`src/include/dual_counter_pkg.sv`:
```
// constants shared by the dual counter and frequency divider block
package dual_counter_pkg;
   // core clock and timebases
   localparam int CLK_HZ = 10_000_000;
   localparam int FAST_TB_HZ = 20_000_000;
   localparam int SLOW_TB_HZ = 100_000;
   localparam int FREQ_FAST_HZ = 10_000_000;
   localparam int SLOW_HALF = CLK_HZ / (2 * SLOW_TB_HZ);
   localparam logic [6:0] SLOW_HALF_LAST = 7'(SLOW_HALF - 1);
   // pins and widths
   localparam int PFI_COUNT = 10;
   localparam int CNT_W = 24;
   localparam logic [3:0] SEL_FAST = 4'hA;
   localparam logic [3:0] SEL_SLOW = 4'hB;
   // register byte offsets
   localparam logic [7:0] ADDR_CFG0 = 8'h00;
   localparam logic [7:0] ADDR_LOAD0 = 8'h08;
   localparam logic [7:0] ADDR_COUNT0 = 8'h10;
   localparam logic [7:0] ADDR_SAVE0 = 8'h18;
   localparam logic [7:0] ADDR_FREQ = 8'h20;
   localparam logic [7:0] ADDR_OUTEN = 8'h24;
   localparam logic [7:0] ADDR_STATUS = 8'h28;
   localparam logic [7:0] ADDR_MASK = 8'h2C;
   localparam logic [7:0] ADDR_STEP = 8'h04;
   // counter configuration fields
   localparam int CFG_SRC_LSB = 0;
   localparam int CFG_SRC_FALL = 4;
   localparam int CFG_GATE_LSB = 5;
   localparam int CFG_GATE_FALL = 9;
   localparam int CFG_ACT_LSB = 10;
   localparam int CFG_ENABLE = 12;
   localparam int CFG_TOGGLE = 13;
   localparam int CFG_INVERT = 14;
   localparam int CFG_EXTDIR = 15;
   localparam int CFG_SWUP = 16;
   localparam logic [31:0] CFG_RESET = 32'h0000000A;
   // frequency divider fields
   localparam int FREQ_DIV_LSB = 0;
   localparam int FREQ_SLOW = 4;
   localparam int FREQ_INVERT = 5;
   // output enable and status bits
   localparam int OE_SRC_LSB = 0;
   localparam int OE_GATE_LSB = 2;
   localparam int OE_OUT_LSB = 4;
   localparam int OE_FREQ = 6;
   localparam int ST_TC_LSB = 0;
   localparam int ST_GATE_LSB = 2;
   // bus responses
   localparam logic [1:0] RESP_OKAY = 2'h0;
   localparam logic [1:0] RESP_SLVERR = 2'h2;
   // gate edge actions
   typedef enum logic [1:0] {ACT_NONE, ACT_STARTSTOP, ACT_IRQ, ACT_SAVE}
      gate_action_t;
endpackage : dual_counter_pkg

```
`src/rtl/dual_counter_timing.sv`:
```
// two up/down counters, frequency divider and their register slave
//
// Chosen here: the AXI4-Lite register port and the register offsets.
`timescale 1ns/10ps

module dual_counter_timing
   import dual_counter_pkg::*;
(
   // clock and reset
   input wire logic core_clk,
   input wire logic reset_n,
   // register bus write address and data
   input wire logic [7:0] s_axi_awaddr,
   input wire logic s_axi_awvalid,
   output logic s_axi_awready,
   input wire logic [31:0] s_axi_wdata,
   input wire logic [3:0] s_axi_wstrb,
   input wire logic s_axi_wvalid,
   output logic s_axi_wready,
   // register bus write response
   output logic [1:0] s_axi_bresp,
   output logic s_axi_bvalid,
   input wire logic s_axi_bready,
   // register bus read
   input wire logic [7:0] s_axi_araddr,
   input wire logic s_axi_arvalid,
   output logic s_axi_arready,
   output logic [31:0] s_axi_rdata,
   output logic [1:0] s_axi_rresp,
   output logic s_axi_rvalid,
   input wire logic s_axi_rready,
   // timing pins
   input wire logic [PFI_COUNT-1:0] programmableFunctionInput,
   input wire logic digitalLineSix,
   input wire logic digitalLineSeven,
   output logic [1:0] directionLineFree,
   // monitors and results, index is the counter
   output logic [1:0] clockMonitorOut,
   output logic [1:0] clockMonitorOe,
   output logic [1:0] gateMonitorOut,
   output logic [1:0] gateMonitorOe,
   output logic [1:0] counterResultOut,
   output logic [1:0] counterResultOe,
   output logic dividedClockOut,
   output logic dividedClockOe,
   // interrupt
   output logic irq
);

   ////////////////////////////////////////////////////////////////////
   // helpers

   // pick a pin or timebase level by select code
   function automatic logic pickLine(input logic [3:0] sel,
         input logic [PFI_COUNT-1:0] pins, input logic fast,
         input logic slow, input logic dflt);
      logic v;
      v = dflt;
      if (sel < 4'(PFI_COUNT)) begin
         v = pins[sel];
      end else if (sel == SEL_FAST) begin
         v = fast;
      end else if (sel == SEL_SLOW) begin
         v = slow;
      end
      return v;
   endfunction : pickLine

   // merge written bytes into an old value
   function automatic logic [31:0] merge(input logic [31:0] old,
         input logic [31:0] nw, input logic [3:0] strb);
      logic [31:0] v;
      v = old;
      for (int b = 0; b < 4; b++) begin
         if (strb[b]) begin
            v[8*b +: 8] = nw[8*b +: 8];
         end
      end
      return v;
   endfunction : merge

   // offsets that accept a write
   function automatic logic wrOk(input logic [7:0] a);
      return a == ADDR_CFG0 || a == ADDR_CFG0 + ADDR_STEP ||
         a == ADDR_LOAD0 || a == ADDR_LOAD0 + ADDR_STEP ||
         a == ADDR_FREQ || a == ADDR_OUTEN ||
         a == ADDR_STATUS || a == ADDR_MASK;
   endfunction : wrOk

   ////////////////////////////////////////////////////////////////////
   // state

   logic [31:0] cfg [2]; // counter configuration
   logic [CNT_W-1:0] load [2]; // reload / limit value
   logic [CNT_W-1:0] count [2]; // live count
   logic [CNT_W-1:0] save [2]; // count captured by gate
   logic gateRun [2]; // start/stop state from gate
   logic srcPrev [2]; // last applied source level
   logic gatePrev [2]; // last applied gate level
   logic pulseLvl [2]; // pulse form state
   logic togLvl [2]; // toggle form state
   logic [5:0] freqCfg; // divider configuration
   logic [6:0] outEn; // output driver enables
   logic [3:0] status; // sticky events
   logic [3:0] mask; // interrupt mask
   logic [6:0] slowCnt; // slow timebase half period
   logic slowLvl; // slow timebase level
   logic fastLvl; // fastest timebase level
   logic [3:0] fCnt; // divider phase
   logic awHeld, wHeld; // write halves taken
   logic [7:0] awAddr; // held write address
   logic [31:0] wData; // held write data
   logic [3:0] wStrb; // held byte enables
   logic doWrite; // both halves present
   logic [1:0] srcApplied, gateApplied, srcEdge, gateEdge;
   logic [1:0] upDir, atLimit, stepEvt, tcEvt, gateEvt, loadWr;
   logic [1:0] dirLine; // dedicated direction lines
   logic [31:0] rdValue; // read mux value
   logic rdOk; // read offset mapped
   logic slowRise; // slow timebase rising tick
   logic [4:0] divisor; // 1..16
   logic freqHigh; // divider output before polarity
   logic [3:0] stSet, stClr; // status set and clear

   assign doWrite = awHeld && wHeld && !s_axi_bvalid;
   assign dirLine = {digitalLineSeven, digitalLineSix};

   ////////////////////////////////////////////////////////////////////
   // timebases

   // slow level toggles every half period, fast every cycle
   always_ff @(posedge core_clk or negedge reset_n) begin
      if (!reset_n) begin
         slowCnt <= 7'h00;
         slowLvl <= 1'b0;
         fastLvl <= 1'b0;
      end else begin
         fastLvl <= ~fastLvl;
         if (slowCnt == SLOW_HALF_LAST) begin
            slowCnt <= 7'h00;
            slowLvl <= ~slowLvl;
         end else begin
            slowCnt <= slowCnt + 7'h01;
         end
      end
   end
   assign slowRise = (slowCnt == SLOW_HALF_LAST) && !slowLvl;

   ////////////////////////////////////////////////////////////////////
   // counters

   for (genvar i = 0; i < 2; i++) begin : g_ctr
      logic [7:0] cfgAddr, loadAddr;
      gate_action_t act;
      assign cfgAddr = ADDR_CFG0 + 8'(4 * i);
      assign loadAddr = ADDR_LOAD0 + 8'(4 * i);
      assign act = gate_action_t'(cfg[i][CFG_ACT_LSB +: 2]);
      assign loadWr[i] = doWrite && awAddr == loadAddr;
      // select line, then invert for falling
      assign srcApplied[i] = pickLine(cfg[i][CFG_SRC_LSB +: 4],
         programmableFunctionInput, fastLvl, slowLvl, 1'b0)
         ^ cfg[i][CFG_SRC_FALL];
      assign gateApplied[i] = pickLine(cfg[i][CFG_GATE_LSB +: 4],
         programmableFunctionInput, fastLvl, slowLvl, 1'b1)
         ^ cfg[i][CFG_GATE_FALL];
      assign srcEdge[i] = srcApplied[i] && !srcPrev[i];
      // gate sampled on core clock, may slip one edge
      assign gateEdge[i] = gateApplied[i] && !gatePrev[i];
      // line or software bit for direction
      assign upDir[i] = cfg[i][CFG_EXTDIR] ? dirLine[i]
         : cfg[i][CFG_SWUP];
      assign atLimit[i] = upDir[i] ? (count[i] == load[i])
         : (count[i] == '0);
      assign stepEvt[i] = srcEdge[i] && cfg[i][CFG_ENABLE]
         && gateRun[i];
      assign tcEvt[i] = stepEvt[i] && atLimit[i];
      assign gateEvt[i] = gateEdge[i];

      // configuration and reload registers
      always_ff @(posedge core_clk or negedge reset_n) begin
         if (!reset_n) begin
            cfg[i] <= CFG_RESET;
            load[i] <= '0;
         end else begin
            if (doWrite && awAddr == cfgAddr) begin
               cfg[i] <= merge(cfg[i], wData, wStrb);
            end
            if (loadWr[i]) begin
               load[i] <= CNT_W'(merge(32'(load[i]), wData, wStrb));
            end
         end
      end

      // count, wrap at the limit, load on write
      always_ff @(posedge core_clk or negedge reset_n) begin
         if (!reset_n) begin
            count[i] <= '0;
         end else if (loadWr[i]) begin
            count[i] <= CNT_W'(merge(32'(load[i]), wData, wStrb));
         end else if (stepEvt[i]) begin
            if (atLimit[i]) begin
               count[i] <= upDir[i] ? '0 : load[i];
            end else if (upDir[i]) begin
               count[i] <= count[i] + CNT_W'(1);
            end else begin
               count[i] <= count[i] - CNT_W'(1);
            end
         end
      end

      // gate actions and edge history
      always_ff @(posedge core_clk or negedge reset_n) begin
         if (!reset_n) begin
            gateRun[i] <= 1'b1;
            save[i] <= '0;
            srcPrev[i] <= 1'b0;
            gatePrev[i] <= 1'b0;
         end else begin
            srcPrev[i] <= srcApplied[i];
            gatePrev[i] <= gateApplied[i];
            if (act != ACT_STARTSTOP) begin
               gateRun[i] <= 1'b1;
            end else if (gateEdge[i]) begin
               gateRun[i] <= ~gateRun[i];
            end
            if (gateEdge[i] && act == ACT_SAVE) begin
               save[i] <= count[i];
            end
         end
      end

      // terminal count forms
      always_ff @(posedge core_clk or negedge reset_n) begin
         if (!reset_n) begin
            pulseLvl[i] <= 1'b0;
            togLvl[i] <= 1'b0;
         end else begin
            // pulse held until the next source edge
            if (tcEvt[i]) begin
               pulseLvl[i] <= 1'b1;
            end else if (srcEdge[i]) begin
               pulseLvl[i] <= 1'b0;
            end
            // toggle form flips on each terminal count
            if (tcEvt[i]) begin
               togLvl[i] <= ~togLvl[i];
            end
         end
      end
   end

   ////////////////////////////////////////////////////////////////////
   // frequency divider

   // divide the chosen input by 1..16
   assign divisor = (freqCfg[FREQ_DIV_LSB +: 4] == 4'h0) ? 5'h10
      : {1'b0, freqCfg[FREQ_DIV_LSB +: 4]};
   // high for the first (divisor+1)/2 counts of each cycle
   assign freqHigh = {1'b0, fCnt} < ((divisor + 5'h01) >> 1);

   // phase counter, restarted by any write of its setup
   always_ff @(posedge core_clk or negedge reset_n) begin
      if (!reset_n) begin
         fCnt <= 4'h0;
      end else if (doWrite && awAddr == ADDR_FREQ) begin
         fCnt <= 4'h0;
      end else if (freqCfg[FREQ_SLOW] ? slowRise : 1'b1) begin
         fCnt <= ({1'b0, fCnt} == divisor - 5'h01) ? 4'h0
            : fCnt + 4'h1;
      end
   end

   ////////////////////////////////////////////////////////////////////
   // pins

   // every pin from a flip-flop, drivers off after reset
   always_ff @(posedge core_clk or negedge reset_n) begin
      if (!reset_n) begin
         clockMonitorOut <= 2'h0;
         clockMonitorOe <= 2'h0;
         gateMonitorOut <= 2'h0;
         gateMonitorOe <= 2'h0;
         counterResultOut <= 2'h0;
         counterResultOe <= 2'h0;
         dividedClockOut <= 1'b0;
         dividedClockOe <= 1'b0;
         directionLineFree <= 2'h3;
      end else begin
         for (int i = 0; i < 2; i++) begin
            // copy the applied source and gate
            clockMonitorOut[i] <= srcApplied[i];
            gateMonitorOut[i] <= gateApplied[i];
            counterResultOut[i] <= (cfg[i][CFG_TOGGLE] ? togLvl[i]
               : pulseLvl[i]) ^ cfg[i][CFG_INVERT];
            // line free while its input is off
            directionLineFree[i] <= !cfg[i][CFG_EXTDIR];
         end
         dividedClockOut <= freqHigh ^ freqCfg[FREQ_INVERT];
         clockMonitorOe <= outEn[OE_SRC_LSB +: 2];
         gateMonitorOe <= outEn[OE_GATE_LSB +: 2];
         counterResultOe <= outEn[OE_OUT_LSB +: 2];
         dividedClockOe <= outEn[OE_FREQ];
      end
   end

   ////////////////////////////////////////////////////////////////////
   // status and interrupt

   assign stSet = {gateEvt, tcEvt};
   assign stClr = (doWrite && awAddr == ADDR_STATUS && wStrb[0])
      ? wData[3:0] : 4'h0;

   // sticky events, a new event beats a clear
   always_ff @(posedge core_clk or negedge reset_n) begin
      if (!reset_n) begin
         status <= 4'h0;
         irq <= 1'b0;
      end else begin
         status <= (status & ~stClr) | stSet;
         irq <= |(status & mask);
      end
   end

   // plain software registers
   always_ff @(posedge core_clk or negedge reset_n) begin
      if (!reset_n) begin
         freqCfg <= 6'h00;
         outEn <= 7'h00;
         mask <= 4'h0;
      end else if (doWrite && wStrb[0]) begin
         if (awAddr == ADDR_FREQ) freqCfg <= wData[5:0];
         if (awAddr == ADDR_OUTEN) outEn <= wData[6:0];
         if (awAddr == ADDR_MASK) mask <= wData[3:0];
      end
   end

   ////////////////////////////////////////////////////////////////////
   // register bus

   // write channels taken in either order, one answer
   always_ff @(posedge core_clk or negedge reset_n) begin
      if (!reset_n) begin
         awHeld <= 1'b0;
         wHeld <= 1'b0;
         awAddr <= 8'h00;
         wData <= 32'h00000000;
         wStrb <= 4'h0;
         s_axi_awready <= 1'b1;
         s_axi_wready <= 1'b1;
         s_axi_bvalid <= 1'b0;
         s_axi_bresp <= RESP_OKAY;
      end else begin
         if (s_axi_awvalid && s_axi_awready) begin
            awHeld <= 1'b1;
            awAddr <= s_axi_awaddr;
            s_axi_awready <= 1'b0;
         end
         if (s_axi_wvalid && s_axi_wready) begin
            wHeld <= 1'b1;
            wData <= s_axi_wdata;
            wStrb <= s_axi_wstrb;
            s_axi_wready <= 1'b0;
         end
         if (doWrite) begin
            awHeld <= 1'b0;
            wHeld <= 1'b0;
            s_axi_bvalid <= 1'b1;
            s_axi_bresp <= wrOk(awAddr) ? RESP_OKAY : RESP_SLVERR;
         end else if (s_axi_bvalid && s_axi_bready) begin
            s_axi_bvalid <= 1'b0;
            s_axi_awready <= 1'b1;
            s_axi_wready <= 1'b1;
         end
      end
   end

   // read mux, unmapped reads zero with error
   always_comb begin
      rdValue = 32'h00000000;
      rdOk = 1'b1;
      case (s_axi_araddr)
         ADDR_CFG0: rdValue = cfg[0];
         ADDR_CFG0 + ADDR_STEP: rdValue = cfg[1];
         ADDR_LOAD0: rdValue = 32'(load[0]);
         ADDR_LOAD0 + ADDR_STEP: rdValue = 32'(load[1]);
         ADDR_COUNT0: rdValue = 32'(count[0]);
         ADDR_COUNT0 + ADDR_STEP: rdValue = 32'(count[1]);
         ADDR_SAVE0: rdValue = 32'(save[0]);
         ADDR_SAVE0 + ADDR_STEP: rdValue = 32'(save[1]);
         ADDR_FREQ: rdValue = 32'(freqCfg);
         ADDR_OUTEN: rdValue = 32'(outEn);
         ADDR_STATUS: rdValue = 32'(status);
         ADDR_MASK: rdValue = 32'(mask);
         default: rdOk = 1'b0;
      endcase
   end

   // read answer one cycle after the address
   always_ff @(posedge core_clk or negedge reset_n) begin
      if (!reset_n) begin
         s_axi_arready <= 1'b1;
         s_axi_rvalid <= 1'b0;
         s_axi_rdata <= 32'h00000000;
         s_axi_rresp <= RESP_OKAY;
      end else if (s_axi_arvalid && s_axi_arready) begin
         s_axi_arready <= 1'b0;
         s_axi_rvalid <= 1'b1;
         s_axi_rdata <= rdValue;
         s_axi_rresp <= rdOk ? RESP_OKAY : RESP_SLVERR;
      end else if (s_axi_rvalid && s_axi_rready) begin
         s_axi_rvalid <= 1'b0;
         s_axi_arready <= 1'b1;
      end
   end

   ////////////////////////////////////////////////////////////////////
   // checks

   property p_oe_off;
      @(posedge core_clk) disable iff (!reset_n)
      !outEn[OE_OUT_LSB] |=> !counterResultOe[0];
   endproperty
   a_oe_off: assert property (p_oe_off)
      else $error("result driver on while disabled");

   property p_src_mon;
      @(posedge core_clk) disable iff (!reset_n)
      srcEdge[0] |=> clockMonitorOut[0] && !$past(clockMonitorOut[0]);
   endproperty
   a_src_mon: assert property (p_src_mon)
      else $error("source monitor missed an edge");

   property p_gate_mon;
      @(posedge core_clk) disable iff (!reset_n)
      ##1 gateMonitorOut[1] == $past(gateApplied[1]);
   endproperty
   a_gate_mon: assert property (p_gate_mon)
      else $error("gate monitor differs from gate");

   property p_down;
      @(posedge core_clk) disable iff (!reset_n)
      stepEvt[0] && cfg[0][CFG_EXTDIR] && !digitalLineSix
      && !atLimit[0] && !loadWr[0] |=> count[0] == $past(count[0]) - 1;
   endproperty
   a_down: assert property (p_down)
      else $error("counter zero failed to count down");

   property p_up;
      @(posedge core_clk) disable iff (!reset_n)
      stepEvt[1] && cfg[1][CFG_EXTDIR] && digitalLineSeven
      && !atLimit[1] && !loadWr[1] |=> count[1] == $past(count[1]) + 1;
   endproperty
   a_up: assert property (p_up)
      else $error("counter one failed to count up");

   property p_pulse;
      @(posedge core_clk) disable iff (!reset_n)
      tcEvt[0] && !cfg[0][CFG_TOGGLE] && $stable(cfg[0]) |=> ##1
      counterResultOut[0] == !cfg[0][CFG_INVERT];
   endproperty
   a_pulse: assert property (p_pulse)
      else $error("terminal count pulse missing");

   property p_save;
      @(posedge core_clk) disable iff (!reset_n)
      gateEdge[1] && cfg[1][CFG_ACT_LSB +: 2] == 2'h3
      |=> save[1] == $past(count[1]);
   endproperty
   a_save: assert property (p_save)
      else $error("gate edge did not save count");

   property p_fcnt;
      @(posedge core_clk) disable iff (!reset_n)
      {1'b0, fCnt} < divisor;
   endproperty
   a_fcnt: assert property (p_fcnt)
      else $error("divider phase beyond divisor");

   property p_irq;
      @(posedge core_clk) disable iff (!reset_n)
      (stSet & mask) != 4'h0 |=> ##1 irq;
   endproperty
   a_irq: assert property (p_irq)
      else $error("unmasked event raised no interrupt");

endmodule : dual_counter_timing

```
`config.mk`:
```
export PLATFORM = sky130hd
export DESIGN_NAME = dual_counter_timing
export DESIGN_NICKNAME = d
export VERILOG_FILES = /design/src/include/dual_counter_pkg.sv /design/src/rtl/dual_counter_timing.sv
export SDC_FILE = /design/constraint.sdc
export NUM_CORES = 1
export LEC_CHECK = 0
export ABC_AREA = 0
export BUFFER_PORTS_ARGS = -buffer_cell sky130_fd_sc_hd__buf_2
export CORE_MARGIN = 3
export CORE_UTILIZATION = 56
export DETAILED_ROUTE_END_ITERATION = 10
export PLACE_DENSITY_LB_ADDON = 0.25
export SETUP_SLACK_MARGIN = 0.2
export SYNTH_ARGS = -nofsm -noshare
export SYNTH_HDL_FRONTEND = slang
export SYNTH_SLANG_ARGS = --single-unit
```
`constraint.sdc`:
```
create_clock -name core_clk -period 3.6 [get_ports core_clk]
set_input_delay 0.72 -clock core_clk [delete_from_list [all_inputs] [get_ports core_clk]]
set_output_delay 0.72 -clock core_clk [all_outputs]
set_load 0.1 [all_outputs]
```
==> results of run 1 <==
area by class of cell:
class                           count  area, µm²  share of cell area, %
Inverter                           31        119                  0.537
Multi-Input combinational cell   1347      10100                   45.7
Tap cell                          448        561                   2.53
Sequential cell                   350       8770                   39.6
Timing Repair Buffer              204       1300                   5.88
Clock inverter                     15        110                  0.498
Clock buffer                       55       1160                   5.24
cells by family after synthesis:
kind of cell    synth area share [%]
simple gates                    11.3
xor+xnor                        4.52
flops                           45.3
buf+inv                         2.75
compound gates                  16.4
other cells                   0.0194
fa+ha+maj                       3.96
mux                             15.7
registers in the layout, indices dropped and copies added, names as in the netlist, 6 cells and up:
register,count
count,48
wData,32
load,48
s_axi_rdata,32
outEn,7
awAddr,8
freqCfg,6
cfg,64
slowCnt,7
save,48
worst max-delay path by stage:
stage | from | end | slack, ns
floorplan | digitalLineSeven | count[21] | 0.26
global placement | digitalLineSix | count[37] | 0.05
detailed placement | digitalLineSeven | count[21] | -0.04
CTS | cfg[47] | count[37] | 0.29
global route | cfg[16] | count[21] | 0.27
finish | cfg[16] | count[21] | 0.40
synth_stat cells (30+ instances only):
cell,n,share of area (%)
mux2i_1,33,1.7
o21ai_0,109,2.8
a22oi_1,84,3.3
xnor2_1,50,2.3
dfrtp_1,339,44
inv_1,30,0.58
clkbuf_1,55,1.1
a22o_1,31,1.4
nor2_1,90,1.7
a21oi_1,59,1.5
o211ai_1,35,1.4
nand3_1,45,1.2
nand2_1,167,3.2
xor2_1,50,2.3
ha_1,58,3.7
mux2_2,209,12
worst max-delay path, cell delays in order (launching register included):
cell      delay, ns
dfrtp_1        0.42
mux2_2         0.32
inv_4          0.17
buf_4          0.27
ha_1           0.33
or3_1          0.38
o21ai_0        0.09
a21oi_1        0.07
a31oi_2        0.27
o21ai_0        0.17
xor2_1         0.16
a221oi_1       0.33
a211oi_1       0.08
repair_timing:
action                                  4_1_cts  5_1_grt
endpoints found under the setup margin        0       12
gates resized for setup                       0        1
hold buffers                                  0        0
hold endpoints to repair                      0        0
setup buffers                                 0        2
power breakdown:
| part | internal [mW] | total (mW) | switching (mW) | leakage [nW] |
|---|---|---|---|---|
| clock | 2.32 | 3.96 | 1.64 | 0.624 |
| sequential | 4.46 | 5.64 | 1.18 | 4.52 |
| combinational | 1.70 | 3.76 | 2.07 | 4.83 |
metal layers:
layer	routed length [µm]	global-route usage [%]	vias to the layer above
li1	-	-	7121
met5	44	0	-
met2	26200	48.3	784
met1	24100	45.3	7948
met3	5620	6.44	139
met4	1860	9.37	8
==> run_results.csv, run 1 <==
group,metric,value,unit
pwr,power_density,604,mW/mm²
placement,dp_hpwl,41700,µm
pwr,ir_worst_vdd,0.493,mV
detailed_routing,drc,0,
timing,slew_headroom,24.8,%
final_layout,post-route-util,65.5,%
placement,place_inst,2378,
placement,dp_slack,-0.0350,ns
timing,period_share,88.9,%
setup_path,crit_fanout,18,
die,coreArea,0.0338,mm²
clocking,path_clk_slew,0.06,ns
yosys,avgSynthCellArea,10.7,µm²
yosys,ys_ff_latch,350,
clocking,cts_tree,"done",
placement,place_area,0.0208,mm²
final_layout,most-common-layout-cells,"339 x dfrtp_1, 209 x mux2_2, 166 x nand2_1, 125 x buf_2, 109 x o21ai_0",
grt,overflow,0,
setup_path,reg2reg_depth,12,
yosys,synthDistinctLibCells,78,
final_layout,final_cells,2450,
run,drv_cap,0,
die,die_x,192,µm
setup_path,start_kind,"flip-flop",
placement,gp_congestion,0.967,
timing,timing.final.hold_violations,0,
yosys,ys.flop_type,"dfrtp_1",
yosys,syn_area,0.0194,mm²
setup_path,r2r-start,"cfg[16]",
timing,fin_skew,0.0108,ns
timing,rsz0062_at_grt,"no",
timing,whs,0.106,ns
yosys,synth_edf_count,0,
final_layout,nFillCells,2632,
yosys,ys_seq_area_share,45.3,%
timing,fmax,0.312,GHz
die,ios,129,
yosys,ys_warn_count,0,
grt,grt_pass1_vias,15600,
die,floorplan.initialDensity,57.3,%
detailed_routing,detail_route.iter0.violations,1669,
timing,slew_violations,0,
grt,grt_max_degree,101,
clocking,clock-root-buffer,"clkbuf_16",
clocking,clk_path_buf_depth,3,
grt,grt_pass1_wl,90500,µm
detailed_routing,via_count,16000,
clocking,cts_buffers,39,
yosys,synthArstFlopShare,100,%
detailed_routing,routed_wl,57900,µm
pwr,total_power,13.4,mW
timing,setup_viol,0,
detailed_routing,drtPass1Iterations,6,
status,status,"completed",
setup_path,r2r_setup_slack,0.40,ns
grt,antenna_found_initial,4,
die,die_area,0.0368,mm²
pwr,power.leakage,9.97,nW
setup_path,cp_data_required_time,3.99,ns
timing,finalSetupTns,0,ns
die,fp.dieH,192,µm
die,rows,67,
setup_path,crit_path_end_kind,"flip-flop",
clocking,numClockSinks,350,
clocking,clock_latency,0.53,ns
timing,layout_setup_ws,0.398,ns
placement,port_buffers,126,
min_path,hp-class,"in2async",
detailed_routing,post_drt_wl_per_cell,23.6,µm
detailed_routing,vias_per_cell,6.53,
detailed_routing,postRouteAntennaNets,0,
setup_path,r2r_end,"count[21]",
final_layout,postLayoutCellArea,0.0221,mm²
setup_path,critical_path_class,"reg2reg",
final_layout,layout-drive-gt1-share,26.2,%
clocking,h-tree-depth,2,
timing,tightestPinTransition,1.13,ns
final_layout,n_antenna_cell,0,
final_layout,syn2layout_area_growth,14.3,%
setup_path,cp.arrival,3.59,ns
timing,post-route-min-period,3.20,ns
final_layout,final_nets,2104,
grt,track_usage,31.5,%
yosys,synth_cells,1816,
final_layout,final_common_cell,"dfrtp_1",
(Power assumes the default switching activity.)
==> run 2: changes to the inputs <==
CORE_UTILIZATION = 60   (was 56)
clock period = 3.9 ns   (was 3.6 ns; I/O delays follow)
==> run 2 against run 1 <==
  * First-iteration DRC count down 4.1%
  * Routed wire length decreased by 0.43%
  * Flip-flop and latch count unchanged
  * Critical endpoint unchanged
==> run_results.csv, run 2 (synthesis gave the netlist of run 1 again) <==
group,metric,value,unit
timing,period_share,87.9,%
final_layout,syn2layout_area_growth,13.4,%
final_layout,largest-register,"cfg",
clocking,postCtsHoldBufs,0,
setup_path,slowest_delay,0.43,ns
die,rows,65,
timing,slew_violations,0,
die,fp.dieH,186,µm
grt,track_usage,33.3,%
grt,grt_pass1_wl,89100,µm
clocking,post_cts_resized,0,
detailed_routing,postRouteAntennaNets,0,
setup_path,r2r-start,"cfg[15]",
final_layout,largest_reg_flops,64,
die,coreArea,0.0317,mm²
clocking,path_clk_slew,0.06,ns
timing,whs,0.302,ns
grt,overflow,0,
setup_path,r2r_end,"count[21]",
detailed_routing,drtPass1Iterations,6,
setup_path,critical_path_class,"reg2reg",
clocking,post-cts-setup-buffers,0,
pwr,power_density,569,mW/mm²
detailed_routing,routed_wl,57600,µm
final_layout,layout-drive-gt1-share,25.2,%
placement,gp_congestion,0.965,
detailed_routing,routed.top_layer,"met4",
clocking,clock_latency,0.54,ns
placement,dp_slack,0.168,ns
setup_path,crit_path_end_kind,"flip-flop",
min_path,hp-class,"in2async",
pwr,pwr-share-seq,42.1,%
detailed_routing,post_drt_wl_per_cell,24.2,µm
detailed_routing,detail_route.iter0.violations,1600,
detailed_routing,drc,0,
die,ios,129,
pwr,p_sw_share,36.2,%
setup_path,cp_data_required_time,4.31,ns
setup_path,worstPathCellList,"mux2_2 -> clkinv_1 -> buf_12 -> ha_1 -> a211oi_1 -> nor2_1 -> o21ai_2 -> o311ai_2 -> a31oi_1 -> o21ai_0 -> xor2_1 -> a221oi_1 -> a211oi_1",
setup_path,r2r_setup_slack,0.47,ns
setup_path,crit_fanout,32,
pwr,internal-power,7.98,mW
die,die_area,0.0345,mm²
grt,antenna_found_initial,0,
timing,fin_skew,0.0174,ns
die,floorplan.initialDensity,61.0,%
final_layout,most-common-layout-cells,"339 x dfrtp_1, 209 x mux2_2, 166 x nand2_1, 125 x buf_2, 109 x o21ai_0",
detailed_routing,via_count,16000,
grt,grt_pass1_vias,15800,
clocking,numClockSinks,350,
final_layout,final_nets,2080,
timing,layout_setup_ws,0.472,ns
setup_path,cp_common_cell,"a211oi_1",
timing,fmax,0.292,GHz
timing,post-route-min-period,3.43,ns
pwr,clkPwrFrac,31.3,%
clocking,cts_tree,"done",
grt,grt_max_degree,113,
timing,tightestPinTransition,1.06,ns
setup_path,start_kind,"flip-flop",
pwr,total_power,12.5,mW
clocking,clock-root-buffer,"clkbuf_16",
run,drv_cap,0,
setup_path,reg2reg_depth,13,
detailed_routing,dr_wl_met3,5290,µm
clocking,h-tree-depth,2,
status,status,"completed",
placement,port_buffers,126,
detailed_routing,vias_per_cell,6.72,
pwr,ir_worst_vdd,0.557,mV
final_layout,nFillCells,2362,
final_layout,final_common_cell,"dfrtp_1",
timing,slew_headroom,29.1,%
final_layout,final_cells,2382,
detailed_routing,wl_met1,24200,µm
final_layout,n_antenna_cell,0,
placement,dp_hpwl,41800,µm
placement,place_inst,2310,
detailed_routing,route.met2.wl,26100,µm
pwr,combPwrFrac,26.6,%
pwr,switchingPower,4.52,mW
setup_path,cp.arrival,3.83,ns
setup_path,crit_slowest_cell,"dfrtp_1",
timing,finalSetupTns,0,ns
timing,rsz0062_at_grt,"no",
pwr,power.leakage,9.90,nW
die,die_x,186,µm
timing,setup_viol,0,
clocking,cts_buffers,39,
timing,timing.final.hold_violations,0,
clocking,clk_path_buf_depth,3,
run 2: cell types whose count changed in the layout (fill, tap and decap cells not counted), sizes merged:
cell,delta
buf,-24
clkbuf,+9
clkinv,-6
clkinvlp,-4
bufinv,+2
inv,+1
run 2: metrics by stage:
stage / utilization (%) / area (µm²)
2_1_floorplan: - / 19400
3_5_place_dp: 64.9 / 20600
3_3_place_gp: 64.9 / 20600
4_1_cts: 69.2 / 22000
6_report: 69.2 / 22000
5_1_grt: 69.2 / 22000
run 2: power by group through the flow:
stage	clock network (mW)	logic [mW]	registers, mW
floorplan	0	2.42	4.89
global placement	0	3.19	5.22
detailed placement	0	3.28	5.25
CTS	3.93	3.31	5.19
global route	4.09	3.68	5.30
finish	3.91	3.33	5.26
run 2: layer usage:
metal	vias up	track usage, %
li1	7065	-
met1	8014	48.4
met2	790	50.5
met3	135	6.18
met4	0	12.2
met5	-	0
run 2: worst max-delay path by stage:
stage / startpoint / endpoint / slack (ns) / depth (start not counted)
floorplan: digitalLineSeven / count[21] / 0.24 / 13
global placement: digitalLineSeven / count[21] / 0.25 / 14
detailed placement: digitalLineSeven / count[21] / 0.17 / 14
CTS: cfg[15] / count[21] / 0.49 / 13
global route: cfg[15] / count[23] / 0.24 / 13
finish: cfg[15] / count[21] / 0.47 / 13
run 2: worst max-delay path: cells and delay by family, from the launching register on:
| kind | cells | cell delay [ns] |
|---|---|---|
| AOI/OAI and AO/OA | 7 | 1.63 |
| xor gates and xnor gates | 1 | 0.17 |
| adders and majority gates | 1 | 0.27 |
| buffers and inverters | 2 | 0.28 |
| DFF | 1 | 0.43 |
| muxes | 1 | 0.39 |
| and+or+nand+nor | 1 | 0.11 |
run 2: final cells by class:
type | instances | area [µm²] | area share (%)
repair buffers | 180 | 1100 | 4.99
well taps | 402 | 503 | 2.29
inverters | 31 | 116 | 0.530
multi-input cells | 1347 | 10100 | 45.9
clock inverters | 8 | 134 | 0.610
flip-flops and latches | 350 | 8770 | 39.9
clock buffers | 64 | 1250 | 5.70
==> run 3: changes to the inputs <==
CTS_BUF_LIST = sky130_fd_sc_hd__clkbuf_8 sky130_fd_sc_hd__clkbuf_16   (was default)
==> run 3 against run 2 <==
  * Clock-buffer cell count decreased by 8
  * Combinational power about the same
  * Total power decreased by 0.17%
  * First-iteration DRC count decreased by 0.75%
  * Clock skew increased by 0.0011 ns
  * Clock power about the same
  * Global-route usage unchanged
  * Via count about the same
  * Critical endpoint unchanged
  * Largest cell class unchanged
  * Largest power group unchanged
==> run_results.csv, run 3 (synthesis gave the netlist of run 1 again) <==
group,metric,value,unit
detailed_routing,via_count,16000,
final_layout,largest_reg_flops,64,
final_layout,final_common_cell,"dfrtp_1",
setup_path,cp_data_required_time,4.30,ns
grt,use_met1,48.4,%
timing,setup_viol,0,
grt,grt_pass1_wl,89100,µm
grt,use_met2,50.5,%
die,fp.dieH,186,µm
die,floorplan.initialDensity,61.0,%
timing,finalSetupTns,0,ns
clocking,clock_latency,0.54,ns
clocking,postCtsHoldBufs,0,
detailed_routing,vias_per_cell,6.71,
grt,antenna_found_initial,0,
timing,post-route-min-period,3.43,ns
clocking,clk_path_buf_depth,3,
timing,timing.final.hold_violations,0,
clocking,cts_tree,"done",
timing,slew_violations,0,
final_layout,n_antenna_cell,0,
die,die_area,0.0345,mm²
pwr,ir_worst_vdd,0.556,mV
final_layout,most-common-layout-cells,"339 x dfrtp_1, 209 x mux2_2, 166 x nand2_1, 125 x buf_2, 109 x o21ai_0",
placement,port_buffers,126,
clocking,path_clk_slew,0.06,ns
setup_path,slowest_delay,0.43,ns
placement,dp_hpwl,41800,µm
setup_path,cp_common_cell,"a211oi_1",
setup_path,worstPathCellList,"mux2_2 -> clkinv_1 -> buf_12 -> ha_1 -> a211oi_1 -> nor2_1 -> o21ai_2 -> o311ai_2 -> a31oi_1 -> o21ai_0 -> xor2_1 -> a221oi_1 -> a211oi_1",
setup_path,start_kind,"flip-flop",
timing,slew_headroom,28.6,%
grt,grt_pass1_vias,15800,
status,status,"completed",
detailed_routing,postRouteAntennaNets,0,
clocking,post_cts_resized,0,
timing,tightestPinTransition,1.07,ns
clocking,post-cts-setup-buffers,0,
die,die_x,186,µm
grt,grt_max_degree,113,
setup_path,critical_path_class,"reg2reg",
detailed_routing,drtPass1Iterations,6,
detailed_routing,routed_wl,57600,µm
die,coreArea,0.0317,mm²
timing,fin_skew,0.0184,ns
grt,overflow,0,
detailed_routing,post_drt_wl_per_cell,24.2,µm
die,ios,129,
pwr,power_density,568,mW/mm²
pwr,power.leakage,9.93,nW
timing,rsz0062_at_grt,"no",
grt,track_usage,33.3,%
detailed_routing,detail_route.iter0.violations,1588,
final_layout,layout-drive-gt1-share,25.2,%
final_layout,syn2layout_area_growth,13.4,%
timing,period_share,87.9,%
clocking,h-tree-depth,2,
final_layout,final_nets,2080,
run,drv_cap,0,
clocking,numClockSinks,350,
setup_path,crit_fanout,32,
min_path,hp-class,"in2async",
setup_path,cp.arrival,3.83,ns
timing,fmax,0.292,GHz
detailed_routing,drc,0,
clocking,clock-root-buffer,"clkbuf_16",
final_layout,largest-register,"cfg",
setup_path,crit_path_end_kind,"flip-flop",
die,rows,65,
final_layout,post-route-util,69.2,%
setup_path,crit_slowest_cell,"dfrtp_1",
clocking,cts_buffers,39,
placement,gp_congestion,0.965,
grt,busiest_layer,"met2",
grt,met3_usage,6.18,%
-- run 3: cell count changes in the layout (fill, tap and decap cells not counted) --
cell,previous run,this run
inv_1,30,38
clkbuf_1,8,0
-- run 3: path summary, 6_finish.rpt --
path,startpoint,endpoint,slack [ns],depth (start not counted)
max,cfg[15],count[21],0.47,13
min,reset_n,s_axi_rdata[24],0.30,1
max reg2reg,cfg[15],count[21],0.47,13
min reg2reg,outEn[0],clockMonitorOe[0],0.41,0
max in group asynchronous,reset_n,s_axi_awready,2.60,2
min in group core_clk,s_axi_awvalid,s_axi_awready,0.40,2
-- run 3: report_power, final --
| part | switching (mW) | internal, mW |
|---|---|---|
| sequential | 1.14 | 4.12 |
| combinational | 1.86 | 1.46 |
| clock | 1.51 | 2.37 |
-- run 3: cell type report --
type                    instances  area (µm²)
well taps                     402         503
inverters                      31         116
flip-flops and latches        350        8770
multi-input cells            1347       10100
clock inverters                16         164
repair buffers                180        1100
clock buffers                  56        1220
fillers                      2362        9760
-- run 3: worst max-delay path: cells and delay by family, from the launching register on --
kind	cells	cell delay, ns
multiplexers	1	0.39
AND/OR/NAND/NOR	1	0.11
flip-flops	1	0.43
XOR/XNOR	1	0.17
AO/OA/AOI/OAI	7	1.63
adder cells (fa/ha/maj)	1	0.27
buffers and inverters	2	0.28
-- run 3: per-layer routing --
layer / up-vias / routed length (µm)
met4: 0 / 2080
li1: 7062 / -
met3: 131 / 5450
met5: - / 0
met1: 7976 / 24000
met2: 823 / 26000
-- run 3: through the flow --
step | cells | setup WS, ns | area, µm² | power (mW) | hold WS, ns
2_1_floorplan | 1817 | 0.242 | 19400 | 7.31 | 0.371
3_3_place_gp | 2310 | 0.254 | 20600 | 8.41 | 0.403
3_5_place_dp | 2310 | 0.168 | 20600 | 8.53 | 0.396
4_1_cts | 2382 | 0.488 | 22000 | 12.4 | 0.364
5_1_grt | 2382 | 0.236 | 22000 | 13.0 | 0.395
6_report | 2382 | 0.471 | 22000 | 12.5 | 0.305
